## src/inc/supervisor_alert_defs.vh

```
`ifndef SUPERVISOR_ALERT_DEFS_VH
`define SUPERVISOR_ALERT_DEFS_VH

// ----------------------------------------
// Register offsets (command byte values)
// ----------------------------------------
`define OFS_VOLT_DATA0 8'h20
`define OFS_TEMP_DATA 8'h27
`define OFS_LIMIT_FIRST 8'h2b
`define OFS_LIMIT_LAST 8'h3a
`define OFS_HOT_LIMIT 8'h39
`define OFS_HOT_HYST 8'h3a
`define OFS_CONFIG 8'h40
`define OFS_INT_STATUS 8'h41
`define OFS_INT_MASK 8'h43
`define OFS_SLAVE_ADDR 8'h48
`define OFS_TEMP_CONFIG 8'h4b

// ----------------------------------------
// Configuration register fields
// ----------------------------------------
`define CFG_RUN_BIT 0
`define CFG_ALERT_EN_BIT 1
`define CFG_ALERT_CLR_BIT 3
`define CFG_LINE50_BIT 4
`define CFG_OSR_LOW_BIT 5
`define CFG_SOFT_RST_BIT 7
`define CFG_STORE_MASK 8'h3b

// ----------------------------------------
// Temperature configuration and status fields
// ----------------------------------------
`define TMODE_DEFAULT 2'h0
`define TMODE_ONE_TIME 2'h1
`define TMODE_COMPARATOR 2'h2
`define TMODE_DEFAULT_ALT 2'h3
`define STAT_TEMP_BIT 4
`define STAT_VALID_MASK 8'h1f

// ----------------------------------------
// Reset values
// ----------------------------------------
`define RST_CONFIG 8'h00
`define RST_TEMP_CONFIG 8'h00
`define RST_INT_MASK 8'h00
`define RST_INT_STATUS 8'h00
`define RST_HOT_LIMIT 8'h50
`define RST_HOT_HYST 8'h41
`define RST_VOLT_HIGH 8'hd3
`define RST_VOLT_LOW 8'had
`define RST_UNUSED_LIMIT 8'h00

// ----------------------------------------
// Alert response timing
// ----------------------------------------
`define ARA_BITS 4'h8

`endif

```

## src/core/limit_store.v

```verilog
`timescale 1ns/100ps
`default_nettype none
`include "supervisor_alert_defs.vh"

// ----------------------------------------
// Limit memory, indices 0..15 map to offsets 2Bh..3Ah
// ----------------------------------------
module limit_store #(
	parameter DEPTH = 16,
	parameter AW = 4
) (
	// Clock and reset
	input wire clk_sys,
	input wire nrst,
	input wire soft_rst,
	// Write side
	input wire wr_en,
	input wire [AW-1:0] wr_idx,
	input wire [7:0] wr_data,
	// Read side, data registered
	input wire [AW-1:0] rd_idx,
	output reg [7:0] rd_data_q
);

	reg [7:0] mem_q [0:DEPTH-1];
	integer i;

	// Power-up value of each entry; even voltage slots hold high limits
	function [7:0] limit_default;
		input integer idx;
		begin
			if (idx < 8)
				limit_default = (idx % 2 == 0) ? `RST_VOLT_HIGH : `RST_VOLT_LOW;
			else if (idx == (`OFS_HOT_LIMIT - `OFS_LIMIT_FIRST))
				limit_default = `RST_HOT_LIMIT;
			else if (idx == (`OFS_HOT_HYST - `OFS_LIMIT_FIRST))
				limit_default = `RST_HOT_HYST;
			else
				limit_default = `RST_UNUSED_LIMIT;
		end
	endfunction

	// Storage; soft reset restores every entry like power-up
	always @(posedge clk_sys or negedge nrst) begin
		if (!nrst) begin
			for (i = 0; i < DEPTH; i = i + 1)
				mem_q[i] <= limit_default(i);
		end else if (soft_rst) begin
			for (i = 0; i < DEPTH; i = i + 1)
				mem_q[i] <= limit_default(i);
		end else if (wr_en) begin
			mem_q[wr_idx] <= wr_data;
		end
	end

	// Registered read port
	always @(posedge clk_sys or negedge nrst) begin
		if (!nrst)
			rd_data_q <= 8'h00;
		else
			rd_data_q <= mem_q[rd_idx];
	end

endmodule // limit_store

`default_nettype wire

```

## src/core/supervisor_alert_config_control.v

```verilog
`timescale 1ns/100ps
`default_nettype none
`include "supervisor_alert_defs.vh"

// Summary of operation
// On alert response, send own address bitwise; lower address wins arbitration.
// After losing arbitration, stop driving and keep the alert line low.
// Answering the alert response address never clears the alert.
// Host clears or masks this alert before identifying other alerting slaves.
// An 8-bit command byte selects the register for later reads and writes.
// Config bit 0 stops or starts monitoring; register port always works.
// Host should program all limits before setting the run bit.
// Config bit 1 enables the alert output.
// Config bit 3 drops the alert and stops monitoring; status kept.
// Config bit 4 selects 50Hz (1) or 60Hz (0) line rejection.
// Config bit 5 drops oversampling from eight to two, faster cycle.
// Writing config bit 7 restores all registers; bit 7 reads back 0. The code keeps a written slave address.
// Temperature config bits 1:0 pick mode; 11 acts as default; 7:2 stored.
// Default mode: interrupt each conversion from above hot until below hysteresis.
// One-time mode: interrupt on crossing above hot, then below hysteresis.
// Comparator mode: temperature status follows fault; reads do not clear it.
// Status bits 0-3 flag 2.5V, 12V, 3.3V, supply; bit 4 temperature.
// Alert asserts for unmasked set status with enable on and no clear.
module supervisor_alert_config_control #(
	parameter [4:0] ADDR_HIGH = 5'h0a, // Upper address bits, arbitrary default
	parameter LIMIT_AW = 4
) (
	// Clock and reset
	input wire clk_sys,
	input wire nrst,
	// Byte register port from the serial front end
	input wire cmd_wr,
	input wire data_wr,
	input wire data_rd,
	input wire [7:0] wr_byte,
	output reg [7:0] rd_byte_q,
	output reg rd_valid_q,
	// Measurement results from the converter sequencer
	input wire conv_done,
	input wire [3:0] volt_fault,
	input wire [31:0] volt_reading,
	input wire [7:0] temp_reading,
	// Alert response arbitration
	input wire ara_begin,
	input wire ara_bit,
	input wire sda_pin,
	output reg ara_sda_o_q,
	output reg ara_sda_oe_q,
	output reg ara_active_q,
	output reg ara_lost_q,
	// Address strap pins and resulting address
	input wire [1:0] addr_strap,
	output reg [6:0] slave_addr_q,
	// Converter control
	output reg monitor_run_q,
	output reg line_50hz_q,
	output reg osr_low_q,
	// Open-drain alert line, low when enabled
	output reg alert_n_o_q,
	output reg alert_n_oe_q
);

	// ----------------------------------------
	// Helpers
	// ----------------------------------------

	// True when a command byte points into the limit memory
	function in_limits;
		input [7:0] cmd;
		begin
			in_limits = (cmd >= `OFS_LIMIT_FIRST) && (cmd <= `OFS_LIMIT_LAST);
		end
	endfunction

	// Index into the limit memory for a command byte
	function [LIMIT_AW-1:0] limit_idx;
		input [7:0] cmd;
		reg [7:0] diff;
		begin
			diff = cmd - `OFS_LIMIT_FIRST;
			limit_idx = diff[LIMIT_AW-1:0];
		end
	endfunction

	// ----------------------------------------
	// State
	// ----------------------------------------
	reg [7:0] cmd_q;
	reg [7:0] config_q;
	reg [7:0] temp_config_q;
	reg [7:0] int_mask_q;
	reg [7:0] int_status_q;
	reg over_hot_q;
	reg soft_rst_q;
	reg addr_override_q;
	reg [6:0] addr_written_q;
	reg [1:0] strap_meta_q;
	reg [1:0] strap_sync_q;
	reg sda_meta_q;
	reg sda_sync_q;
	reg [7:0] ara_shift_q;
	reg [3:0] ara_count_q;
	wire [7:0] limit_rdata;

	// ----------------------------------------
	// Decode
	// ----------------------------------------
	wire wr_config = data_wr && (cmd_q == `OFS_CONFIG);
	wire wr_limit = data_wr && in_limits(cmd_q);
	wire rd_status = data_rd && (cmd_q == `OFS_INT_STATUS);
	wire [1:0] temp_mode = temp_config_q[1:0];
	wire mode_one_time = (temp_mode == `TMODE_ONE_TIME);
	wire mode_comparator = (temp_mode == `TMODE_COMPARATOR);
	wire [7:0] hot_limit;
	wire [7:0] hot_temp_hysteresis;
	wire above_hot = $signed(temp_reading) > $signed(hot_limit);
	wire below_hyst = $signed(temp_reading) < $signed(hot_temp_hysteresis);

	// Hot limit and hysteresis are kept as flops beside the memory copy so
	// the comparator need not share the memory read port with the host
	reg [7:0] hot_limit_q;
	reg [7:0] hot_hyst_q;
	assign hot_limit = hot_limit_q;
	assign hot_temp_hysteresis = hot_hyst_q;

	always @(posedge clk_sys or negedge nrst) begin
		if (!nrst) begin
			hot_limit_q <= `RST_HOT_LIMIT;
			hot_hyst_q <= `RST_HOT_HYST;
		end else if (soft_rst_q) begin
			hot_limit_q <= `RST_HOT_LIMIT;
			hot_hyst_q <= `RST_HOT_HYST;
		end else if (data_wr && cmd_q == `OFS_HOT_LIMIT) begin
			hot_limit_q <= wr_byte;
		end else if (data_wr && cmd_q == `OFS_HOT_HYST) begin
			hot_hyst_q <= wr_byte;
		end
	end

	// ----------------------------------------
	// Limit memory
	// ----------------------------------------
	limit_store #(
		.DEPTH(16),
		.AW(LIMIT_AW)
	) u_limits (
		.clk_sys(clk_sys),
		.nrst(nrst),
		.soft_rst(soft_rst_q),
		.wr_en(wr_limit),
		.wr_idx(limit_idx(cmd_q)),
		.wr_data(wr_byte),
		.rd_idx(limit_idx(cmd_q)),
		.rd_data_q(limit_rdata)
	);

	// ----------------------------------------
	// Pin synchronisers
	// ----------------------------------------
	always @(posedge clk_sys or negedge nrst) begin
		if (!nrst) begin
			strap_meta_q <= 2'h0;
			strap_sync_q <= 2'h0;
			sda_meta_q <= 1'b1;
			sda_sync_q <= 1'b1;
		end else begin
			strap_meta_q <= addr_strap;
			strap_sync_q <= strap_meta_q;
			sda_meta_q <= sda_pin;
			sda_sync_q <= sda_meta_q;
		end
	end

	// ----------------------------------------
	// Command byte and control registers
	// ----------------------------------------

	// Command index survives soft reset so the host keeps its pointer
	always @(posedge clk_sys or negedge nrst) begin
		if (!nrst)
			cmd_q <= 8'h00;
		else if (cmd_wr)
			cmd_q <= wr_byte;
	end

	// Soft reset pulse one cycle after the write; bit 7 itself never stored
	always @(posedge clk_sys or negedge nrst) begin
		if (!nrst)
			soft_rst_q <= 1'b0;
		else
			soft_rst_q <= wr_config && wr_byte[`CFG_SOFT_RST_BIT];
	end

	// Configuration, temperature configuration and mask registers
	always @(posedge clk_sys or negedge nrst) begin
		if (!nrst) begin
			config_q <= `RST_CONFIG;
			temp_config_q <= `RST_TEMP_CONFIG;
			int_mask_q <= `RST_INT_MASK;
		end else if (soft_rst_q) begin
			config_q <= `RST_CONFIG;
			temp_config_q <= `RST_TEMP_CONFIG;
			int_mask_q <= `RST_INT_MASK;
		end else if (data_wr) begin
			if (cmd_q == `OFS_CONFIG)
				config_q <= wr_byte & `CFG_STORE_MASK;
			if (cmd_q == `OFS_TEMP_CONFIG)
				temp_config_q <= wr_byte;
			if (cmd_q == `OFS_INT_MASK)
				int_mask_q <= wr_byte & `STAT_VALID_MASK;
		end
	end

	// Written address overrides the strap until a power-on reset only
	always @(posedge clk_sys or negedge nrst) begin
		if (!nrst) begin
			addr_override_q <= 1'b0;
			addr_written_q <= 7'h00;
		end else if (data_wr && cmd_q == `OFS_SLAVE_ADDR) begin
			addr_override_q <= 1'b1;
			addr_written_q <= wr_byte[6:0];
		end
	end

	always @(posedge clk_sys or negedge nrst) begin
		if (!nrst)
			slave_addr_q <= 7'h00;
		else
			slave_addr_q <= addr_override_q ? addr_written_q : {ADDR_HIGH, strap_sync_q};
	end

	// Converter control outputs
	always @(posedge clk_sys or negedge nrst) begin
		if (!nrst) begin
			monitor_run_q <= 1'b0;
			line_50hz_q <= 1'b0;
			osr_low_q <= 1'b0;
		end else begin
			monitor_run_q <= config_q[`CFG_RUN_BIT] && !config_q[`CFG_ALERT_CLR_BIT];
			line_50hz_q <= config_q[`CFG_LINE50_BIT];
			osr_low_q <= config_q[`CFG_OSR_LOW_BIT];
		end
	end

	// ----------------------------------------
	// Temperature tracking and interrupt status
	// ----------------------------------------
	wire over_hot_d = above_hot ? 1'b1 : (below_hyst ? 1'b0 : over_hot_q);
	wire temp_event_default = over_hot_d;
	wire temp_event_once = over_hot_d != over_hot_q;
	wire temp_event = mode_one_time ? temp_event_once : temp_event_default;
	wire [4:0] set_bits = {temp_event && !mode_comparator, volt_fault}
		& ~int_mask_q[4:0] & {5{conv_done}};
	wire [4:0] clr_bits = rd_status ? {!mode_comparator, 4'hf} : 5'h00;

	// Hot/hysteresis band state, updated once per conversion
	always @(posedge clk_sys or negedge nrst) begin
		if (!nrst)
			over_hot_q <= 1'b0;
		else if (soft_rst_q)
			over_hot_q <= 1'b0;
		else if (conv_done)
			over_hot_q <= over_hot_d;
	end

	// New events win over a clearing status read in the same cycle
	always @(posedge clk_sys or negedge nrst) begin
		if (!nrst) begin
			int_status_q <= `RST_INT_STATUS;
		end else if (soft_rst_q) begin
			int_status_q <= `RST_INT_STATUS;
		end else begin
			int_status_q[3:0] <= (int_status_q[3:0] & ~clr_bits[3:0]) | set_bits[3:0];
			if (mode_comparator) begin
				if (conv_done)
					int_status_q[4] <= above_hot && !int_mask_q[4];
			end else begin
				int_status_q[4] <= (int_status_q[4] & ~clr_bits[4]) | set_bits[4];
			end
			int_status_q[7:5] <= 3'h0;
		end
	end

	// ----------------------------------------
	// Alert line
	// ----------------------------------------

	// The alert response machine never touches status, so answering it
	// leaves the line asserted; a losing device also keeps holding it
	always @(posedge clk_sys or negedge nrst) begin
		if (!nrst) begin
			alert_n_o_q <= 1'b0;
			alert_n_oe_q <= 1'b0;
		end else begin
			alert_n_o_q <= 1'b0;
			alert_n_oe_q <= (|(int_status_q[4:0] & ~int_mask_q[4:0]))
				&& config_q[`CFG_ALERT_EN_BIT]
				&& !config_q[`CFG_ALERT_CLR_BIT];
		end
	end

	// ----------------------------------------
	// Alert response arbitration
	// ----------------------------------------

	// Sends {address, 0} MSB first; drives low for a 0 and releases for a
	// 1, and drops out when a released bit is seen pulled low by a peer
	always @(posedge clk_sys or negedge nrst) begin
		if (!nrst) begin
			ara_shift_q <= 8'h00;
			ara_count_q <= 4'h0;
			ara_active_q <= 1'b0;
			ara_lost_q <= 1'b0;
			ara_sda_o_q <= 1'b0;
			ara_sda_oe_q <= 1'b0;
		end else if (ara_begin) begin
			ara_shift_q <= {slave_addr_q, 1'b0};
			ara_count_q <= `ARA_BITS;
			ara_active_q <= alert_n_oe_q;
			ara_lost_q <= 1'b0;
			ara_sda_o_q <= 1'b0;
			ara_sda_oe_q <= alert_n_oe_q && !slave_addr_q[6];
		end else if (ara_bit && ara_active_q) begin
			if (ara_shift_q[7] && !sda_sync_q) begin
				ara_active_q <= 1'b0;
				ara_lost_q <= 1'b1;
				ara_sda_oe_q <= 1'b0;
				ara_count_q <= 4'h0;
			end else if (ara_count_q == 4'h1) begin
				ara_active_q <= 1'b0;
				ara_sda_oe_q <= 1'b0;
				ara_count_q <= 4'h0;
			end else begin
				ara_shift_q <= {ara_shift_q[6:0], 1'b0};
				ara_count_q <= ara_count_q - 4'h1;
				ara_sda_oe_q <= !ara_shift_q[6];
			end
		end
	end

	// ----------------------------------------
	// Register read path
	// ----------------------------------------

	// Limit data comes from the memory's registered port, so a read must
	// follow a command write by at least two cycles
	always @(posedge clk_sys or negedge nrst) begin
		if (!nrst) begin
			rd_byte_q <= 8'h00;
			rd_valid_q <= 1'b0;
		end else begin
			rd_valid_q <= data_rd;
			if (data_rd) begin
				if (in_limits(cmd_q))
					rd_byte_q <= limit_rdata;
				else if (cmd_q >= `OFS_VOLT_DATA0 && cmd_q < `OFS_VOLT_DATA0 + 8'h04)
					rd_byte_q <= volt_reading[{cmd_q[1:0], 3'h0} +: 8];
				else
					case (cmd_q)
					`OFS_TEMP_DATA: rd_byte_q <= temp_reading;
					`OFS_CONFIG: rd_byte_q <= config_q;
					`OFS_INT_STATUS: rd_byte_q <= int_status_q;
					`OFS_INT_MASK: rd_byte_q <= int_mask_q;
					`OFS_SLAVE_ADDR: rd_byte_q <= {1'b0, slave_addr_q};
					`OFS_TEMP_CONFIG: rd_byte_q <= temp_config_q;
					default: rd_byte_q <= 8'h00;
					endcase
			end
		end
	end

endmodule // supervisor_alert_config_control

`default_nettype wire

```

## config.mk

```make
export PLATFORM = sky130hd
export DESIGN_NAME = supervisor_alert_config_control
export DESIGN_NICKNAME = d
export VERILOG_FILES = /design/src/core/limit_store.v /design/src/core/supervisor_alert_config_control.v
export VERILOG_INCLUDE_DIRS = /design/src /design/src/inc
export SDC_FILE = /design/constraint.sdc
export NUM_CORES = 1
export LEC_CHECK = 0
export ABC_AREA = 1
export BUFFER_PORTS_ARGS = -buffer_cell sky130_fd_sc_hd__buf_2
export CAP_MARGIN = 20
export CORE_ASPECT_RATIO = 0.8
export CORE_MARGIN = 3
export CORE_UTILIZATION = 54
export CTS_CLUSTER_DIAMETER = 150
export DETAILED_ROUTE_END_ITERATION = 7
export GPL_ROUTABILITY_DRIVEN = 0
export PLACE_DENSITY = 0.78
export SLEW_MARGIN = 20
export SYNTH_ARGS = -nofsm -noshare
export SYNTH_HDL_FRONTEND = slang
export SYNTH_SLANG_ARGS = --single-unit
```

## constraint.sdc

```tcl
create_clock -name clk_sys -period 3.6 [get_ports clk_sys]
set_input_delay 0.72 -clock clk_sys [delete_from_list [all_inputs] [get_ports clk_sys]]
set_output_delay 0.72 -clock clk_sys [all_outputs]
set_load 0.05 [all_outputs]
```

Yosys cells after proc, flatten, opt, wreduce, memory -nomap -nowiden

Index checks and enable logic that the tools add are counted.

Memories kept: 0
Latch bits: 0
Word-level logic and storage cells: 180
Register bits after elaboration: 243
Memory bits (read-only): 0
RAM bits: 0

Muxes and demuxes: 54
Shift operators: 1
Multipliers: 0
Magnitude comparators: 8
Div/mod/pow operators: 0
Add/subtract/negate cells: 2
Reductions and logical operators: 43
Bitwise logic cells: 11
Eq/ne operators: 16

Operators by type and width:

| cell                                                                             | number |
|---|---|
| 128-bit 2-to-1 mux                                                               | 2 |
| 8-bit 2-to-1 mux                                                                 | 23 |
| 128-bit bitwise mux                                                              | 1 |
| 8-bit case mux with 6 select lines                                               | 1 |
| 8-bit by 7-bit equality test with 1-bit output, second input constant            | 5 |
| 8-bit binary-select mux with 4-bit select                                        | 1 |
| 8-bit demux with 4-bit select                                                    | 1 |
| 32-bit by 6-bit indexed part select with 8-bit output                            | 1 |
| 8-bit by 6-bit equality test with 1-bit output, second input constant            | 3 |
| 2-bit nonzero test                                                               | 10 |
| 1-bit logical AND                                                                | 18 |
| 1-bit 2-to-1 mux                                                                 | 18 |
| 8-bit by 6-bit >= comparator with 1-bit output, second input constant            | 2 |
| 4-bit 2-to-1 mux                                                                 | 4 |
| 5-bit bitwise AND                                                                | 3 |
| 2-bit AND reduction                                                              | 6 |
| 5-bit 2-to-1 mux                                                                 | 2 |
| 8-bit greater-than comparator                                                    | 1 |
| 8-bit by 6-bit less-or-equal comparator with 1-bit output, second input constant | 1 |
| 8-bit by 6-bit less-than comparator with 1-bit output, second input constant     | 1 |
| 8-bit less-than comparator                                                       | 1 |
| 7-bit 2-to-1 mux                                                                 | 1 |
| 1-bit zero test                                                                  | 6 |
| 2-bit inequality test, second input constant                                     | 3 |
| other kinds (20)                                                                 | 20 |

Depth between registers and ports, before layout

Word-level depth: 11
Gate-level depth with buffers: 17
Gate-level depth less buffers: 16

By module

Synthesis repeated with hierarchy kept, for this count alone.

Cells, all modules: 1,437
Area, all modules: 11,788.8 µm²

By module, submodules not included:

| module                          | times used | seq. area each (µm²) | area an instance (µm²) | cells each |
|---|---|---|---|---|
| limit_store                     | 1          | 3,458.3              | 6,706.4                | 806 |
| supervisor_alert_config_control | 1          | 2,434.8              | 5,082.4                | 631 |

Worst setup path after synthesis

No wires, ideal clock.

Path type: register -> register
Start point: register cmd_q[0]
End point: register u_limits.mem_q[93] (netlist name)
Library setup time: 0.123 ns
Required time: 3.477 ns
Clock period less this slack: 2.662 ns
Path slack: 0.938 ns
Arrival: 2.539 ns
Stages on the path, launching flop included: 18
Cell sequence: dfrtp_1 buf_2 inv_2 clkbuf_1 clkbuf_1 ha_1 inv_1 nor2_1 nand2_1 o211ai_2 nand2_2 nor2_4 buf_6 nand2_2 nor2_2 nor2_2 nand2_1 o21ai_1

Word-level cells in the longest chain between the ends: 9
Elaborated cells on any way between the ends: 15

RTL lines:

| what                                                                                                               | RTL line                              | source |
|---|---|---|
| start: declaration                                                                                                 | supervisor_alert_config_control.v:88  | `reg [7:0] cmd_q;` |
| start signal: assignment                                                                                           | supervisor_alert_config_control.v:183 | `cmd_q <= wr_byte;` |
| 4-bit subtractor (no line)                                                                                         | -                                     |  |
| 4-bit inverter with 5-bit output (not written as such)                                                             | limit_store.v:52                      | `mem_q[wr_idx] <= wr_data;` |
| 5-bit >= comparator (not written as such) or 5-bit by 1-bit less-than comparator with 1-bit output (tied branches) | limit_store.v:52                      |  |
| 1-bit logical AND (not written as such)                                                                            | limit_store.v:52                      |  |
| 8-bit 2-to-1 mux (not written as such)                                                                             | limit_store.v:52                      |  |
| 8-bit demux with 4-bit select                                                                                      | limit_store.v:52                      |  |
| 128-bit bitwise mux                                                                                                | limit_store.v:52                      |  |
| 128-bit 2-to-1 mux                                                                                                 | limit_store.v:51                      | `end else if (wr_en) begin` |
| 128-bit 2-to-1 mux                                                                                                 | limit_store.v:48                      | `end else if (soft_rst) begin` |
| end signal: indexed assignment                                                                                     | limit_store.v:47                      | `mem_q[i] <= limit_default(i);` |
| end signal: indexed assignment                                                                                     | limit_store.v:50                      | `mem_q[i] <= limit_default(i);` |
| end signal: indexed assignment                                                                                     | limit_store.v:52                      |  |
| end: declaration                                                                                                   | limit_store.v:25                      | `reg [7:0] mem_q [0:DEPTH-1];` |

Parallel ways exist; a longest one is shown, timed or not. The select of a mux whose other input is x is not followed.
A chain may end at the register's enable or synchronous reset.

Worst setup path after layout

Start point: register cmd_q[0]
End point: register rd_byte_q[6]

Word-level cells in the longest chain between the ends: 4
Elaborated cells on any way between the ends: 16

RTL lines:

| what                                                                                   | RTL line                                                                     | source |
|---|---|---|
| 8-bit by 6-bit >= comparator with 1-bit output (no line), or another cell as far along | -                                                                            |  |
| 1-bit logical AND or 8-bit case mux with 6 select lines (tied branches)                | supervisor_alert_config_control.v:356, supervisor_alert_config_control.v:359 |  |
| 8-bit 2-to-1 mux                                                                       | supervisor_alert_config_control.v:356                                        | `` else if (cmd_q >= `OFS_VOLT_DATA0 && cmd_q < `OFS_VOLT_DATA0 + 8'h04) `` |
| 8-bit 2-to-1 mux (*)                                                                   | supervisor_alert_config_control.v:354                                        | `if (in_limits(cmd_q))` |
| end signal: assignment                                                                 | supervisor_alert_config_control.v:355                                        | `rd_byte_q <= limit_rdata;` |
| end signal: assignment                                                                 | supervisor_alert_config_control.v:357                                        | `rd_byte_q <= volt_reading[{cmd_q[1:0], 3'h0} +: 8];` |
| end signal: assignment                                                                 | supervisor_alert_config_control.v:360                                        | `` `OFS_TEMP_DATA: rd_byte_q <= temp_reading; `` |
| end: declaration                                                                       | supervisor_alert_config_control.v:36                                         | `output reg [7:0] rd_byte_q,` |

Mark *: on every way between the ends. The rest lies on a longest branch, timed or not.

==> flow_summary_export.csv <==
group,metric,value,unit
status,outcome,"completed",
grt,grtUsageMet1,0.439,
pwr,leakagePower,6.35,nW
clock_tree,cts-resized-gates,0,
grt,grt-ovfl-total,0,
yosys,synth-seq-area-share,0.517,
drt,dr.pass1.iters,6,
grt,antenna_found_initial,1,
pwr,vdd_drop_max,0.000481,V
sta,setup_violations,0,
clock_tree,clock_path_buffers,3,
placement,place.detailed.hpwl,23.8,mm
worst_setup_path,critPathMaxStageDelay,640,ps
die,placementRows,46,
worst_setup_path,crit_required,4050,ps
yosys,synth.largest_area_cell,"dfrtp_1",
clock_tree,cts_root_buf,"clkbuf_16",
drt,wl,34.0,mm
layout,final_common_cell,"nand2_1",
die,dieArea,0.0229,mm2
drt,drc,0,
yosys,synth_area_per_cell,8.29,um2
grt,grt-busiest-layer,"met2",
layout,final_nets,1531,
yosys,yosys.area.top_type_share,0.402,
grt,grt_max_degree,87,
job,drv_cap,0,
worst_setup_path,crit_type,"flip-flop to flip-flop",
drt,route.vias.total,10200,
pwr,p_per_area,675,mW/mm2
worst_hold_path,hp-class,"input pin to async pin",
worst_setup_path,start_kind,"flip-flop",
worst_setup_path,crit_fanout,77,
sta,fin_crit_sh,0.786,
die,boundaryPins,88,
drt,drtAntennaViolNets,0,
pwr,power,0.00871,W
clock_tree,insertion_delay,530,ps
clock_tree,numCtsBuffers,23,
yosys,async_reset_ff_frac,1.00,
clock_tree,cts.sinks,233,
layout,synthToLayoutAreaGrowth,13.1,%
sta,rsz0062_at_grt,"false",
yosys,synth_edf_count,0,
worst_setup_path,cp.arrival,3280,ps
clock_tree,cts_setup_buffers,0,
yosys,synth_seq_cells,233,
placement,place_ws,869,ps
yosys,synthFlopType,"dfrtp_1",
grt,use_met3,0.0974,
clock_tree,cts_htree_levels,1,
die,initial_core_util,0.563,
layout,drive_gt1_frac,0.172,
sta,tightest_slew,1050,ps
sta,fin_crit,2830,ps
clock_tree,tritoncts,"built",
yosys,ys_warn_count,0,
sta,fmax,354,MHz
die,coreArea,0.0203,mm2
placement,port_buffers,85,
worst_setup_path,path_cells,"inv_2 > buf_4 > ha_1 > inv_1 > nor3_4 > inv_1 > nor2_1 > a221oi_1 > nand3_1 > nand2_1 > nand2_1",
sta,finalWorstSetupSlack,772,ps
drt,avgRoutedWirePerCell,19.7,um
yosys,synthCells,1375,
layout,antenna_cells,0,
sta,slew_violations,0,
sta,finalHoldViolCount,0,
yosys,synth.distinct_cells,49,
sta,max-slew-margin-rel,0.300,
layout,most-common-layout-cells,"nand2_1, o21ai_0, dfrtp_1, nor2_1, inv_1",
die,die_h,136,um
sta,finalClockSkew,27.9,ps
worst_setup_path,crit_slowest_cell,"buf_4",
grt,grt_pass1_vias,9586,
sta,setup_tns,0,ps
yosys,synth.cell_area,0.0114,mm2
clock_tree,hold_buffers,0,
drt,dr.first_iter.drc_count,1256,
yosys,synth_area_leaders,"dfrtp_1, dfstp_2, nand2_1, o21ai_0, nor2_1",
drt,viasPerCell,5.89,
worst_setup_path,crit_path_end_kind,"flip-flop",
clock_tree,path_clk_slew,70,ps
grt,met2_usage,0.443,
grt,grtUsageTotal,0.300,
die,die_w,168,um
grt,grt_pass1_wl,54.0,mm
==> final timing paths <==
kind                            slack (ps)       startpoint  depth (start not counted)            endpoint
min in group clk_sys                   310          sda_pin                          1          sda_meta_q
worst max-delay path                   770         cmd_q[0]                         11        rd_byte_q[6]
max in group asynchronous             2490             nrst                          2  u_limits.mem_q[88]
worst max register to register         770         cmd_q[0]                         11        rd_byte_q[6]
worst min register to register         350  strap_meta_q[1]                          0     strap_sync_q[1]
worst min-delay path                   210             nrst                          1       hot_hyst_q[2]
==> metrics by stage <==
| stage | instance area, um2 | instances | hold slack [ps] | util |
|---|---|---|---|---|
| 5_1_grt | 12900 | 1726 | 233 | 0.637 |
| 6_report | 12900 | 1726 | 209 | 0.637 |
| 2_1_floorplan | 11400 | 1376 | 331 | - |
| 3_3_place_gp | 12000 | 1683 | 336 | 0.594 |
| 4_1_cts | 12900 | 1725 | 239 | 0.636 |
| 3_5_place_dp | 12000 | 1683 | 335 | 0.594 |
==> cell type report <==
cell class | instances | area [um2]
clock inverter | 13 | 211
tap | 264 | 330
sequential | 233 | 5900
fill | 1731 | 7360
multi-input combinational | 938 | 4700
timing repair buffer | 95 | 536
clock buffer | 29 | 648
inverter | 154 | 582
==> power breakdown <==
part / switching [W] / internal, W
sequential: 0.000419 / 0.00351
clock: 0.00108 / 0.00165
combinational: 0.00138 / 0.000673
==> metal layers <==
metal | vias to the layer above | wire length, um | share of wire
li1 | 4655 | - | -
met5 | - | 10 | 0.00029
met4 | 2 | 744 | 0.022
met3 | 73 | 4250 | 0.12
met2 | 613 | 14600 | 0.43
met1 | 4821 | 14500 | 0.43
==> cells in the mapped netlist (2+ instances only) <==
master	count
clkinv_1	3
nand3_1	36
nand2_1	288
o21ai_1	18
nor2_2	8
a21oi_1	104
or2_2	3
o21a_1	2
nor3_4	2
nand4_1	10
buf_2	6
a21oi_4	7
o21ai_0	207
dfstp_2	50
nand2_4	3
a221oi_1	2
o211ai_1	2
xor2_1	2
buf_1	2
a31oi_1	7
buf_6	3
nor2_1	145
nand2_2	9
nor2_4	3
inv_2	14
dfrtp_1	183
clkbuf_1	37
a21oi_2	6
inv_1	135
buf_4	3
o22ai_1	23
nor3_1	8
a22oi_1	6
ha_1	23
==> worst max-delay path, delay by kind of cell (launching register included) <==
| kind | cells | cell delay (ps) |
|---|---|---|
| AND/OR/NAND/NOR | 5 | 940 |
| adder cells (fa/ha/maj) | 1 | 270 |
| AO/OA/AOI/OAI | 1 | 100 |
| flip-flops | 1 | 420 |
| buffers and inverters | 4 | 1010 |
==> state kept, by name, indices dropped and copies added, names as in the netlist, 2 cells and up <==
register and flops:
rd_byte_q 8, ara_count_q 4, addr_written_q 7, u_limits.mem_q 128, hot_limit 8, int_mask_q 5
strap_meta_q 2, cmd_q 8, slave_addr_q 7, temp_config_q 8, strap_sync_q 2, int_status_q 5
config_q 5, hot_hyst_q 8, u_limits.rd_data_q 8, ara_shift_q 7
==> cell families (layout without fill, tap and decap cells) <==
group / after synthesis / count (layout) / synth area share
buf+inv: 205 / 291 / 0.0715
simple gates: 516 / 516 / 0.188
flops: 233 / 233 / 0.517
compound gates: 393 / 393 / 0.192
xor+xnor: 4 / 4 / 0.00538
fa+ha+maj: 23 / 23 / 0.0252
other cells: 1 / 2 / 0.000329
Note: power is estimated with default switching activity, not from simulation.
